[config.mk]
export PLATFORM = sky130hd
export DESIGN_NAME = fssic_core
export DESIGN_NICKNAME = d
export VERILOG_FILES = /design/src/fssic_pkg.sv /design/src/fssic_core.sv /design/src/fssic_crc8.sv
export SDC_FILE = /design/constraint.sdc
export NUM_CORES = 1
export LEC_CHECK = 0
export BUFFER_PORTS_ARGS = -buffer_cell sky130_fd_sc_hd__buf_2
export CORE_UTILIZATION = 50
export CTS_CLUSTER_DIAMETER = 100
export CTS_CLUSTER_SIZE = 40
export DETAILED_ROUTE_END_ITERATION = 8
export GPL_TIMING_DRIVEN = 0
export HOLD_SLACK_MARGIN = 0.02
export PLACE_DENSITY = 0.67
export SLEW_MARGIN = 30
export SYNTH_ARGS = -nofsm -noshare
export SYNTH_HDL_FRONTEND = slang
export SYNTH_HIERARCHICAL = 1
export SYNTH_SLANG_ARGS = --single-unit
[constraint.sdc]
create_clock -name clk -period 8.27 [get_ports clk]
set_clock_uncertainty 0.2 [all_clocks]
set_input_delay 0 -clock clk [delete_from_list [all_inputs] [get_ports clk]]
set_output_delay 0 -clock clk [all_outputs]
set_load 0.03 [all_outputs]
[src/fssic_pkg.sv]
/*
  Shared constants for the flow sensor command interpreter: command codes,
  checksum definition, timing counts, read-out layout and the mode encoding.
  Assumes a 100 MHz core clock; every timing count below is derived from it.
*/
package fssic_pkg;

  // ************************************************************
  // Command codes, first byte on the wire is the upper byte
  // ************************************************************
  localparam logic [15:0] CMD_SLEEP = 16'h3677; // Enter sleep
  localparam logic [15:0] CMD_READ_ID = 16'hE102; // Read product identifier
  localparam logic [15:0] CMD_STOP = 16'h3FF9; // Stop continuous measurement

  // ************************************************************
  // Checksum definition
  // ************************************************************
  localparam logic [7:0] CRC_POLY = 8'h31; // x8 + x5 + x4 + 1
  localparam logic [7:0] CRC_INIT = 8'hFF; // Start value
  localparam logic [7:0] CRC_XOR_OUT = 8'h00; // Final xor
  localparam logic [15:0] CRC_EX_DATA = 16'hBEEF; // Known-answer input
  localparam logic [7:0] CRC_EX_RES = 8'h92; // Known-answer result

  // ************************************************************
  // Timing
  // ************************************************************
  localparam int CLK_PERIOD_NS = 10; // 100 MHz core clock
  localparam int STOP_TIME_NS = 500000; // Longest time to reach idle after stop
  // Longest time, so rounded down
  localparam int STOP_CYCLES = STOP_TIME_NS / CLK_PERIOD_NS;
  localparam int WAKE_TIME_MS = 16; // Typical wake-up the host should allow

  // ************************************************************
  // Read-out layout
  // ************************************************************
  localparam int ID_WORDS = 6; // Two product words, four serial words
  localparam int MEAS_WORDS = 2; // Flow word then temperature word
  localparam logic [1:0] POS_CRC = 2'h2; // Third byte of each group
  localparam logic [7:0] FILL_BYTE = 8'hFF; // Read past the end of data

  // ************************************************************
  // Host-side conversion figures, carried for reference
  // ************************************************************
  localparam int FLOW_SCALE = 170; // Per slm, oxygen, air and mixture
  localparam int FLOW_OFFSET = -24576; // Subtracted before scaling
  localparam int TEMP_SCALE = 200; // Per degree Celsius
  localparam int TEMP_OFFSET = 0; // No offset

  // ************************************************************
  // Operating modes, one-hot
  // ************************************************************
  typedef enum logic [3:0] {
    FSSIC_IDLE = 4'h1,
    FSSIC_MEAS = 4'h2,
    FSSIC_STOPPING = 4'h4,
    FSSIC_SLEEP = 4'h8
  } fssic_mode_t;

endpackage : fssic_pkg

[src/fssic_core.sv]
/*
  Command interpreter of the flow sensor target: sleep entry and wake-up,
  stop of measurement, identifier read-out and checksummed data words.
  Assumes a byte-level bus front end that flags addresses, written bytes,
  read requests and stop conditions as one-cycle pulses in this clock domain.
*/
// Notes on behaviour
// - Sleep command accepted only from idle
// - Stop command reaches idle within half millisecond
// - Soft reset ignored while asleep
// - Own address with write bit wakes
// - Waking address not acknowledged; host polls
// - Identifier command honoured only from idle
// - Identifier returns product word, then serial
// - Serial decimal form year, week, sequence
// - Product number ends 8x prototype, 1x final
// - Checksum byte follows every returned word
// - CRC poly 31, init FF, no reflection
// - Flow word is signed sixteen bit
// - Temperature signed sixteen bit, scale 200
module fssic_core #(
  parameter logic [31:0] PROD_NUM = 32'h0A0B0C10, // Arbitrary value
  parameter logic [63:0] SERIAL_NUM = 64'h000000007D3AB741, // Arbitrary value
  parameter int STOP_CYCLES = fssic_pkg::STOP_CYCLES
) (
  input wire logic clk,
  input wire logic nrst,
  input wire logic i2c_stop, // Stop condition seen
  input wire logic addr_valid, // Address byte received
  input wire logic addr_match, // Address equals our own
  input wire logic addr_rw, // Direction bit, high for read
  input wire logic wr_valid, // Written byte available
  input wire logic [7:0] wr_data,
  input wire logic rd_req, // Host wants the next byte
  input wire logic meas_start, // Measurement started elsewhere
  input wire logic soft_reset, // General-call reset request
  input wire logic [15:0] flow_word, // Signed flow reading
  input wire logic [15:0] temp_word, // Signed temperature reading
  output logic addr_ack_reg, // Acknowledge for the address
  output logic rd_valid_reg, // Read byte ready
  output logic [7:0] rd_data_reg,
  output logic [3:0] mode_reg // Current operating mode
);

  localparam int SCW = $clog2(STOP_CYCLES + 1); // Stop counter width
  localparam logic [SCW-1:0] STOP_LAST = SCW'(STOP_CYCLES - 1);

  // ************************************************************
  // Reset release
  // ************************************************************
  logic rst_meta_reg; // First stage, read only by the second
  logic rst_sync_n; // Released reset for the rest of the block

  // Two stages keep the release clean against the clock
  always_ff @(posedge clk or negedge nrst) begin
    if (!nrst) begin
      rst_meta_reg <= 1'b0;
      rst_sync_n <= 1'b0;
    end else begin
      rst_meta_reg <= 1'b1;
      rst_sync_n <= rst_meta_reg;
    end
  end

  // ************************************************************
  // Mode control and command capture
  // ************************************************************
  fssic_pkg::fssic_mode_t mode_q, mode_next; // Operating mode
  logic [SCW-1:0] stop_cnt_reg, stop_cnt_next; // Cycles since stop
  logic in_wr_reg, in_wr_next; // Inside a write transfer to us
  logic [1:0] wr_cnt_reg, wr_cnt_next; // Bytes taken in this write
  logic [7:0] cmd_hi_reg, cmd_hi_next; // First command byte
  logic ack_next;
  logic cmd_fire; // Second command byte arrives now
  logic [15:0] cmd_word;
  logic id_load; // Identifier read-out accepted
  logic wake_hdr; // Address write header while asleep
  logic rd_hdr; // Address read header acknowledged
  logic awake_ok; // Modes in which the address is answered

  assign mode_reg = mode_q;
  assign cmd_word = {cmd_hi_reg, wr_data};
  assign awake_ok = (mode_q == fssic_pkg::FSSIC_IDLE) || (mode_q == fssic_pkg::FSSIC_MEAS);
  assign wake_hdr = (mode_q == fssic_pkg::FSSIC_SLEEP) && addr_valid && addr_match && !addr_rw;
  assign rd_hdr = addr_valid && addr_match && addr_rw && awake_ok;
  // Commands only count as the second byte of a write to us
  assign cmd_fire = in_wr_reg && wr_valid && (wr_cnt_reg == 2'h1);

  // Next mode, command tracking and address answer
  always_comb begin
    mode_next = mode_q;
    stop_cnt_next = stop_cnt_reg;
    in_wr_next = in_wr_reg;
    wr_cnt_next = wr_cnt_reg;
    cmd_hi_next = cmd_hi_reg;
    id_load = 1'b0;
    // Sleep and stopping stay silent on the bus
    ack_next = addr_valid && addr_match && awake_ok;
    // Transfer framing
    if (i2c_stop) begin
      in_wr_next = 1'b0;
    end else if (addr_valid) begin
      in_wr_next = addr_match && !addr_rw && awake_ok;
      wr_cnt_next = 2'h0;
    end else if (in_wr_reg && wr_valid) begin
      if (wr_cnt_reg == 2'h0) begin
        cmd_hi_next = wr_data;
      end
      if (wr_cnt_reg != 2'h2) begin
        wr_cnt_next = wr_cnt_reg + 2'h1;
      end
    end
    case (mode_q)
      fssic_pkg::FSSIC_IDLE: begin
        if (cmd_fire && cmd_word == fssic_pkg::CMD_SLEEP) begin
          mode_next = fssic_pkg::FSSIC_SLEEP;
        end else if (cmd_fire && cmd_word == fssic_pkg::CMD_READ_ID) begin
          id_load = 1'b1;
        end else if (meas_start) begin
          mode_next = fssic_pkg::FSSIC_MEAS;
        end
      end
      fssic_pkg::FSSIC_MEAS: begin
        // Sleep and identifier commands fall through here unanswered
        if (cmd_fire && cmd_word == fssic_pkg::CMD_STOP) begin
          mode_next = fssic_pkg::FSSIC_STOPPING;
          stop_cnt_next = '0;
        end
      end
      fssic_pkg::FSSIC_STOPPING: begin
        // Heater power-down window, bounded by the stop time
        if (stop_cnt_reg == STOP_LAST) begin
          mode_next = fssic_pkg::FSSIC_IDLE;
        end else begin
          stop_cnt_next = stop_cnt_reg + 1'b1;
        end
      end
      fssic_pkg::FSSIC_SLEEP: begin
        // Only the write header wakes; the rest is ignored
        if (wake_hdr) begin
          mode_next = fssic_pkg::FSSIC_IDLE;
        end
      end
      default: begin
        mode_next = fssic_pkg::FSSIC_IDLE;
      end
    endcase
    // Soft reset works everywhere except in sleep
    if (soft_reset && mode_q != fssic_pkg::FSSIC_SLEEP) begin
      mode_next = fssic_pkg::FSSIC_IDLE;
      in_wr_next = 1'b0;
      id_load = 1'b0;
    end
  end

  // Registers of the control group
  always_ff @(posedge clk or negedge rst_sync_n) begin
    if (!rst_sync_n) begin
      mode_q <= fssic_pkg::FSSIC_IDLE;
      stop_cnt_reg <= '0;
      in_wr_reg <= 1'b0;
      wr_cnt_reg <= 2'h0;
      cmd_hi_reg <= 8'h00;
      addr_ack_reg <= 1'b0;
    end else begin
      mode_q <= mode_next;
      stop_cnt_reg <= stop_cnt_next;
      in_wr_reg <= in_wr_next;
      wr_cnt_reg <= wr_cnt_next;
      cmd_hi_reg <= cmd_hi_next;
      addr_ack_reg <= ack_next;
    end
  end

  // ************************************************************
  // Read-out path
  // ************************************************************
  logic [15:0] buf_reg [fssic_pkg::ID_WORDS]; // Words queued for the host
  logic [15:0] buf_next [fssic_pkg::ID_WORDS];
  logic [2:0] nwords_reg, nwords_next; // Valid words in the buffer
  logic [2:0] widx_reg, widx_next; // Word being sent
  logic [1:0] pos_reg, pos_next; // Byte within the word group
  logic rd_valid_next;
  logic [7:0] rd_data_next;
  logic [15:0] cur_word; // Word under the read pointer
  logic [7:0] cur_crc; // Its checksum

  assign cur_word = (widx_reg < 3'(fssic_pkg::ID_WORDS)) ? buf_reg[widx_reg] : 16'h0000;

  // Checksum of the word now being sent
  fssic_crc8 #(.DATA_W(16)) u_crc (
    .data(cur_word),
    .crc(cur_crc)
  );

  // Buffer loading and byte sequencing
  always_comb begin
    for (int i = 0; i < fssic_pkg::ID_WORDS; i++) begin
      buf_next[i] = buf_reg[i];
    end
    nwords_next = nwords_reg;
    widx_next = widx_reg;
    pos_next = pos_reg;
    rd_valid_next = 1'b0;
    rd_data_next = rd_data_reg;
    if (id_load) begin
      // Product word first, then the serial number, high words first
      buf_next[0] = PROD_NUM[31:16];
      buf_next[1] = PROD_NUM[15:0];
      buf_next[2] = SERIAL_NUM[63:48];
      buf_next[3] = SERIAL_NUM[47:32];
      buf_next[4] = SERIAL_NUM[31:16];
      buf_next[5] = SERIAL_NUM[15:0];
      nwords_next = 3'(fssic_pkg::ID_WORDS);
      widx_next = 3'h0;
      pos_next = 2'h0;
    end else if (rd_hdr) begin
      widx_next = 3'h0;
      pos_next = 2'h0;
      // Snapshot so a word and its checksum always match
      if (mode_q == fssic_pkg::FSSIC_MEAS) begin
        buf_next[0] = flow_word;
        buf_next[1] = temp_word;
        nwords_next = 3'(fssic_pkg::MEAS_WORDS);
      end
    end else if (rd_req) begin
      rd_valid_next = 1'b1;
      if (widx_reg < nwords_reg) begin
        // Two data bytes, then their checksum
        case (pos_reg)
          2'h0: rd_data_next = cur_word[15:8];
          2'h1: rd_data_next = cur_word[7:0];
          default: rd_data_next = cur_crc;
        endcase
        if (pos_reg == fssic_pkg::POS_CRC) begin
          pos_next = 2'h0;
          widx_next = widx_reg + 3'h1;
        end else begin
          pos_next = pos_reg + 2'h1;
        end
      end else begin
        // Reading past the end returns filler rather than stale data
        rd_data_next = fssic_pkg::FILL_BYTE;
      end
    end
    if (soft_reset && mode_q != fssic_pkg::FSSIC_SLEEP) begin
      nwords_next = 3'h0;
    end
  end

  // Registers of the read-out group
  always_ff @(posedge clk or negedge rst_sync_n) begin
    if (!rst_sync_n) begin
      for (int i = 0; i < fssic_pkg::ID_WORDS; i++) begin
        buf_reg[i] <= 16'h0000;
      end
      nwords_reg <= 3'h0;
      widx_reg <= 3'h0;
      pos_reg <= 2'h0;
      rd_valid_reg <= 1'b0;
      rd_data_reg <= 8'h00;
    end else begin
      for (int i = 0; i < fssic_pkg::ID_WORDS; i++) begin
        buf_reg[i] <= buf_next[i];
      end
      nwords_reg <= nwords_next;
      widx_reg <= widx_next;
      pos_reg <= pos_next;
      rd_valid_reg <= rd_valid_next;
      rd_data_reg <= rd_data_next;
    end
  end

  // ************************************************************
  // Checks
  // ************************************************************
  logic [15:0] hist_reg; // Last two bytes sent, helper only
  logic crc_slot_reg; // Byte just sent was a checksum slot
  logic [7:0] hist_crc; // Independent checksum of the history
  logic [7:0] ex_crc; // Known-answer checksum
  localparam logic [63:0] DEC10 = 64'h00000002540BE400;
  localparam logic [63:0] DEC6 = 64'h00000000000F4240;
  localparam logic [63:0] SER_WEEK = (SERIAL_NUM / DEC6) % 64'h0000000000000064;

  always_ff @(posedge clk or negedge rst_sync_n) begin
    if (!rst_sync_n) begin
      hist_reg <= 16'h0000;
      crc_slot_reg <= 1'b0;
    end else begin
      crc_slot_reg <= rd_req && !rd_hdr && !id_load && (widx_reg < nwords_reg)
        && (pos_reg == fssic_pkg::POS_CRC);
      if (rd_valid_reg) begin
        hist_reg <= {hist_reg[7:0], rd_data_reg};
      end
    end
  end

  fssic_crc8 #(.DATA_W(16)) u_hist_crc (
    .data(hist_reg),
    .crc(hist_crc)
  );

  fssic_crc8 #(.DATA_W(16)) u_ex_crc (
    .data(fssic_pkg::CRC_EX_DATA),
    .crc(ex_crc)
  );
endmodule : fssic_core

[src/fssic_crc8.sv]
/*
  Combinational CRC-8 over one data word, most significant bit first.
  Assumes the caller registers the result if timing needs it.
*/
module fssic_crc8 #(
  parameter int DATA_W = 16
) (
  input wire logic [DATA_W-1:0] data,
  output logic [7:0] crc
);

  // ************************************************************
  // Bitwise shift register, unrolled by the loop
  // ************************************************************
  always_comb begin
    logic [7:0] c;
    c = fssic_pkg::CRC_INIT;
    for (int i = DATA_W - 1; i >= 0; i--) begin
      // Feedback taps the polynomial when the outgoing bit differs
      if (c[7] ^ data[i]) begin
        c = {c[6:0], 1'b0} ^ fssic_pkg::CRC_POLY;
      end else begin
        c = {c[6:0], 1'b0};
      end
    end
    crc = c ^ fssic_pkg::CRC_XOR_OUT;
  end

endmodule : fssic_crc8

==> flow_metrics.env, run 1 <==
export IMPL_cts_resized=0
export IMPL_grt_util_met3=0.0379
export IMPL_hold_buffers=63
export IMPL_grt_pass1_wl_mm=18.4
export IMPL_postSynthCellCount=448
export IMPL_gr_total_overflow=0
export IMPL_start_kind="flip-flop"
export IMPL_first_pass_iters=4
export IMPL_final_setup_viol_count=0
export IMPL_max_stage_delay_ns=0.57
export IMPL_ys_types=61
export IMPL_largest_reg_flops=33
export IMPL_gp_congestion=0.895
export IMPL_ys_dominant_reg_cell="dfrtp_1"
export IMPL_die_w_um=99.3
export IMPL_grtUsageMet1=0.330
export IMPL_grt_pass1_vias=3787
export IMPL_clockRootBuffer="clkbuf_8"
export IMPL_nFillCells=743
export IMPL_cp_end_kind="flip-flop"
export IMPL_worst_ep_arrival_time_ns=3.76
export IMPL_clock_sinks=83
export IMPL_die_area_sq_mm=0.00986
export IMPL_crit_path_max_fanout=8
export IMPL_ios=64
export IMPL_syn_cell_area_sq_mm=0.00473
export IMPL_wl_per_cell_um=15.5
export IMPL_wl_mm=10.9
export IMPL_async_flop_share=1.00
export IMPL_post_cts_buffers=0
export IMPL_syn_to_final_growth_pct=27.7
export IMPL_antenna_cells=0
export IMPL_die_height_um=99.3
export IMPL_regArea_sq_mm=0.00208
export IMPL_yosysSeqAreaShare=0.439
export IMPL_vdd_drop_max_uv=106
export IMPL_cts_buffer_depth=2
export IMPL_cp_common_cell="xnor3_2"
export IMPL_cpMaxStageDelayCell="xnor3_2"
export IMPL_syn_avg_cell_area_sq_um=10.6
export IMPL_synth_nets=504
export IMPL_tns_ns=0
export IMPL_place_hpwl_mm=7.60
export IMPL_path_clk_slew_ns=0.09
export IMPL_period_share=0.450
export IMPL_vias=3789
export IMPL_status="finished clean"
export IMPL_grtUsageTotal=0.237
export IMPL_drv_slew=0
export IMPL_period_needed_ns=3.72
export IMPL_worstMarginPinSlew_ns=0.895
export IMPL_cap_violations=0
export IMPL_portBuffers=63
export IMPL_drt_vias_per_instance=5.40
export IMPL_p_comb_frac=0.239
export IMPL_antenna_found_initial=0
export IMPL_power_frac_seq=0.454
export IMPL_drc=0
export IMPL_grt_max_degree=49
export IMPL_cts_tree="yes"
export IMPL_cts_max_level=3
export IMPL_antenna_left=0
export IMPL_swShare=0.268
export IMPL_met2_usage=0.386
export IMPL_numCtsBuffers=9
export IMPL_hold_violations=0
export IMPL_synth_edf_count=0
export IMPL_top_usage_layer="met2"
export IMPL_start_util=0.515
export IMPL_power_per_cell_area_mw_per_mm2=162
export IMPL_finalNetCount=642
export IMPL_core_area_sq_mm=0.00920
export IMPL_clock_fmax_mhz=269
export IMPL_max_slew_margin_rel=0.402
export IMPL_critical_path_class="flip-flop to flip-flop"
export IMPL_dr_first_iter_drc_count=147
export IMPL_num_rows=35
export IMPL_ys_warn_count=6
export IMPL_synth_seq_cells=83
export IMPL_clk_latency_ns=0.35
export IMPL_drive_gt1_frac=0.196
export IMPL_p_clk_frac=0.307
export IMPL_fin_total_pwr_uw=981
export IMPL_postLayoutCoreUtil=0.657
export IMPL_crit_required_ns=8.31
export IMPL_path_cells="or2_2 > clkbuf_1 > o22ai_1 > xnor3_2 > xnor3_2 > xor3_1 > a22o_1 > o32a_1"
export IMPL_p_leak_nw=3.01
export IMPL_rsz0062_at_grt="no"
export IMPL_multi_input_area_sq_mm=0.00254
export IMPL_internal_power_uw=718
export IMPL_switchingPower_uw=262
export IMPL_hold_class="flip-flop to asynchronous set/reset pin"
-- per-layer routing --
layer | vias up | wire [um]
met5 | - | 0
met4 | 0 | 138
met3 | 12 | 336
met2 | 70 | 5150
met1 | 1835 | 5250
li1 | 1872 | -
-- worst max-delay path: cells and delay by family (launching register included) --
family / cells / cell delay, ns
AO/OA/AOI/OAI: 3 / 0.98
XOR/XNOR: 3 / 1.47
buffers and inverters: 1 / 0.19
flip-flops: 1 / 0.46
AND/OR/NAND/NOR: 1 / 0.32
-- final timing paths --
kind                               from        endpoint  slack (ns)  cells after the start
setup / recovery            widx_reg[2]  rd_data_reg[4]        4.55                      8
hold / removal               rst_sync_n     buf_reg[64]        0.15                      0
setup reg to reg            widx_reg[2]  rd_data_reg[4]        4.55                      8
hold reg to reg              rst_sync_n     buf_reg[64]        0.15                      0
max in group asynchronous    rst_sync_n     widx_reg[1]        7.12                      1
min in group clk           rst_meta_reg      rst_sync_n        0.16                      0
-- stage by stage --
| stage | hold slack, ns | cell area, sq um | std cells | setup slack (ns) |
|---|---|---|---|---|
| 2_1_floorplan | -0.496 | 4730 | 448 | 4.89 |
| 3_3_place_gp | -0.415 | 5190 | 622 | 4.64 |
| 3_5_place_dp | -0.412 | 5210 | 623 | 4.59 |
| 4_1_cts | 0.164 | 6040 | 702 | 4.55 |
| 5_1_grt | 0.174 | 6040 | 702 | 4.37 |
| 6_report | 0.149 | 6040 | 702 | 4.55 |
-- final cells by class --
cell class	instances	share of cell area
clock inverters	6	0.0106
plain buffers	16	0.0124
clock buffers	10	0.0228
inverters	10	0.00621
multi-input cells	339	0.421
well taps	111	0.0230
repair buffers	127	0.160
flip-flops and latches	83	0.344
-- cells in the final DEF (no fill, tap or decap), types with 9 or more instances in the layout --
cell | Yosys | routed
buf_2 | 6 | 69
nor2b_1 | 9 | 9
dlygate4sd3_1 | 0 | 63
clkbuf_8 | 0 | 10
nand3_1 | 15 | 15
xor2_1 | 13 | 13
o21ai_0 | 13 | 13
nor2_1 | 57 | 57
clkbuf_1 | 9 | 9
dfrtp_1 | 82 | 81
inv_1 | 10 | 10
xnor2_1 | 17 | 17
nand2_1 | 33 | 33
mux2i_1 | 47 | 47
mux2_2 | 9 | 9
-- power groups by stage --
stage	registers [mW]	logic (mW)	clock network (mW)
after floorplan	0.453	0.160	0
after global placement	0.456	0.198	0
after detailed placement	0.454	0.208	0
after CTS	0.446	0.233	0.307
after global routing	0.449	0.254	0.323
final	0.445	0.234	0.301
-- synthesized netlist by cell type (6+ instances only) --
cell type  count  share of area
nand3_1       15          0.016
ha_1           6          0.016
buf_2          6         0.0063
a21oi_1        7         0.0074
o21ai_0       13          0.014
xnor2_1       17          0.031
mux2_2         9          0.021
dfrtp_1       82           0.43
xor2_1        13          0.024
clkbuf_1       9         0.0071
nor2b_1        9          0.012
inv_1         10         0.0079
nand4_1        6         0.0079
o22ai_1        6         0.0079
nand2_1       33          0.026
nor3_1         6         0.0063
o32a_1         6          0.013
nor2_1        57          0.045
xnor3_1        8          0.038
mux2i_1       47          0.099
-- cell families after synthesis --
logic type               Yosys count  share of synthesized area
buffers and inverters             26                     0.0238
AND/OR/NAND/NOR                  172                      0.192
adder cells (fa/ha/maj)            6                     0.0159
XOR/XNOR                          42                      0.114
multiplexers                      56                      0.121
other                              1                   0.000792
flip-flops                        83                      0.439
AO/OA/AOI/OAI                     62                     0.0938
Power figures use the tool's default switching activity.
==> inputs of run 2 (changes only) <==
- PLACE_DENSITY: 0.67 -> 0.7
- clock period: 8.27 -> 3.25 ns (I/O delays scaled with it)
==> run 2 against run 1 <==
  * Sequential share of layout area decreased by 0.88 points
  * Wire length is 4.5% higher
  * Register-to-register slack lost 4.5 ns
  * Worst hold slack got worse by 0.032 ns
  * Via count grew 0.29%
  * Cell count is 0.28% higher
  * Maximum frequency grew 15%
  * Worst setup slack lost 4.5 ns
  * Non-clock buffer count rose by 2
  * First-iteration DRC count grew 28%
==> flow_metrics.env, run 2 (synthesis results as in run 1) <==
export IMPL_status="finished clean"
export IMPL_period_needed_ns=3.23
export IMPL_die_height_um=99.3
export IMPL_vias=3800
export IMPL_grtUsageTotal=0.243
export IMPL_place_hpwl_mm=7.64
export IMPL_ios=64
export IMPL_p_comb_frac=0.236
export IMPL_wl_mm=11.4
export IMPL_drt_vias_per_instance=5.40
export IMPL_clockRootBuffer="clkbuf_8"
export IMPL_internal_power_mw=1.98
export IMPL_r2r_end="rd_data_reg[4]"
export IMPL_portBuffers=63
export IMPL_start_util=0.515
export IMPL_grt_max_degree=43
export IMPL_max_stage_delay_ns=0.48
export IMPL_syn_to_final_growth_pct=31.1
export IMPL_grt_pass1_wl_mm=18.9
export IMPL_largest_reg_flops=33
export IMPL_antenna_found_initial=0
export IMPL_finalNetCount=644
export IMPL_cts_max_level=3
export IMPL_num_rows=35
export IMPL_cap_violations=0
export IMPL_r2r_start="widx_reg[0]"
export IMPL_drv_slew=0
export IMPL_crit_required_ns=3.28
export IMPL_final_setup_viol_count=0
export IMPL_first_pass_iters=4
export IMPL_path_cells="nand3b_1 > o22ai_4 > xnor3_2 > xnor3_2 > xor3_1 > a22o_1 > o32a_1"
export IMPL_hold_class="flip-flop to asynchronous set/reset pin"
export IMPL_path_clk_slew_ns=0.09
export IMPL_power_per_cell_area_mw_per_mm2=430
export IMPL_switchingPower_uw=688
export IMPL_rr_worst_depth=7
export IMPL_critical_path_class="flip-flop to flip-flop"
export IMPL_clock_sinks=83
export IMPL_core_area_sq_mm=0.00920
export IMPL_worst_ep_arrival_time_ns=3.26
export IMPL_cts_tree="yes"
export IMPL_most_common_layout_cells="dfrtp_1, buf_2, dlygate4sd3_1"
export IMPL_crit_path_max_fanout=6
export IMPL_p_leak_nw=3.07
export IMPL_antenna_left=0
export IMPL_cp_common_cell="xnor3_2"
export IMPL_nFillCells=681
export IMPL_clk_latency_ns=0.35
export IMPL_period_share=0.993
export IMPL_hold_violations=0
export IMPL_pre_cts_slack_ns=-0.362
export IMPL_gp_congestion=0.866
export IMPL_numCtsBuffers=9
export IMPL_start_kind="flip-flop"
export IMPL_die_area_sq_mm=0.00986
export IMPL_final_common_cell="dfrtp_1"
export IMPL_tns_ns=0
export IMPL_dr_first_iter_drc_count=188
export IMPL_worstMarginPinSlew_ns=0.860
export IMPL_clock_fmax_mhz=310
export IMPL_grt_pass1_vias=3968
export IMPL_antenna_cells=0
export IMPL_power_frac_seq=0.426
export IMPL_die_w_um=99.3
export IMPL_r2r_slack_ns=0.02
export IMPL_vdd_drop_max_uv=292
export IMPL_wl_per_cell_um=16.2
export IMPL_drc=0
export IMPL_rsz0062_at_grt="yes"
export IMPL_holdWs_ns=0.117
export IMPL_cp_end_kind="flip-flop"
export IMPL_swShare=0.258
export IMPL_gr_total_overflow=0
export IMPL_p_clk_frac=0.338
export IMPL_setup_ws_ns=0.0224
export IMPL_cpMaxStageDelayCell="xnor3_2"
export IMPL_drive_gt1_frac=0.224
export IMPL_cts_buffer_depth=2
export IMPL_max_slew_margin_rel=0.425
[run 2: per-stage QoR]
step                 util  cell area, sq um  total power, mW  cells
global placement    0.565              5190             1.66    622
detailed placement  0.567              5220             1.69    623
finish              0.675              6210             2.67    704
global route        0.675              6210             2.78    704
CTS                 0.669              6150             2.67    703
floorplan               -              4740             1.56    448
[run 2: how the worst max path moves through the flow]
stage | cells past startpoint | start | to
after detailed placement | 9 | widx_reg[0] | rd_data_reg[6]
after global routing | 8 | widx_reg[0] | rd_data_reg[4]
after CTS | 9 | widx_reg[0] | rd_data_reg[4]
final | 7 | widx_reg[0] | rd_data_reg[4]
after global placement | 0 | rst_sync_n | stop_cnt_reg[12]
after floorplan | 8 | widx_reg[2] | rd_data_reg[4]
[run 2: repair_timing]
item / in CTS / in global routing
hold buffers: 61 / 0
gates resized for setup: 13 / 11
endpoints found under the hold margin: 69 / 0
setup endpoints to repair: 6 / 4
buffers inserted: 4 / 1
pin swaps: 2 / 0
[run 2: power groups by stage]
stage	combinational, mW	clock (mW)	sequential (mW)
2_1_floorplan	0.408	0	1.15
3_3_place_gp	0.503	0	1.16
3_5_place_dp	0.534	0	1.15
4_1_cts	0.610	0.923	1.13
5_1_grt	0.670	0.965	1.14
6_report	0.630	0.902	1.14
[run 2: cell type report]
cell class	count	area [sq um]	share of cell area
multi-input cells	339	2630	0.424
repair buffers	130	983	0.158
flip-flops and latches	83	2080	0.336
plain buffers	15	90.1	0.0145
well taps	111	139	0.0224
inverters	10	37.5	0.00605
clock buffers	10	128	0.0206
clock inverters	6	114	0.0183
[run 2: metal layers]
metal | routed length (um) | share of wire | track usage | vias to the layer above
met3 | 478 | 0.042 | 0.0492 | 18
met5 | 0 | 0 | 0 | -
met4 | 180 | 0.016 | 0.0860 | 0
li1 | - | - | - | 1874
met2 | 5500 | 0.48 | 0.395 | 103
met1 | 5210 | 0.46 | 0.325 | 1805
[run 2: worst max-delay path, delay by kind of cell, from the launching register on]
kind             cells  cell delay (ns)
AO/OA/AOI/OAI        3             0.79
flip-flops           1             0.45
XOR/XNOR             3             1.35
AND/OR/NAND/NOR      1             0.31
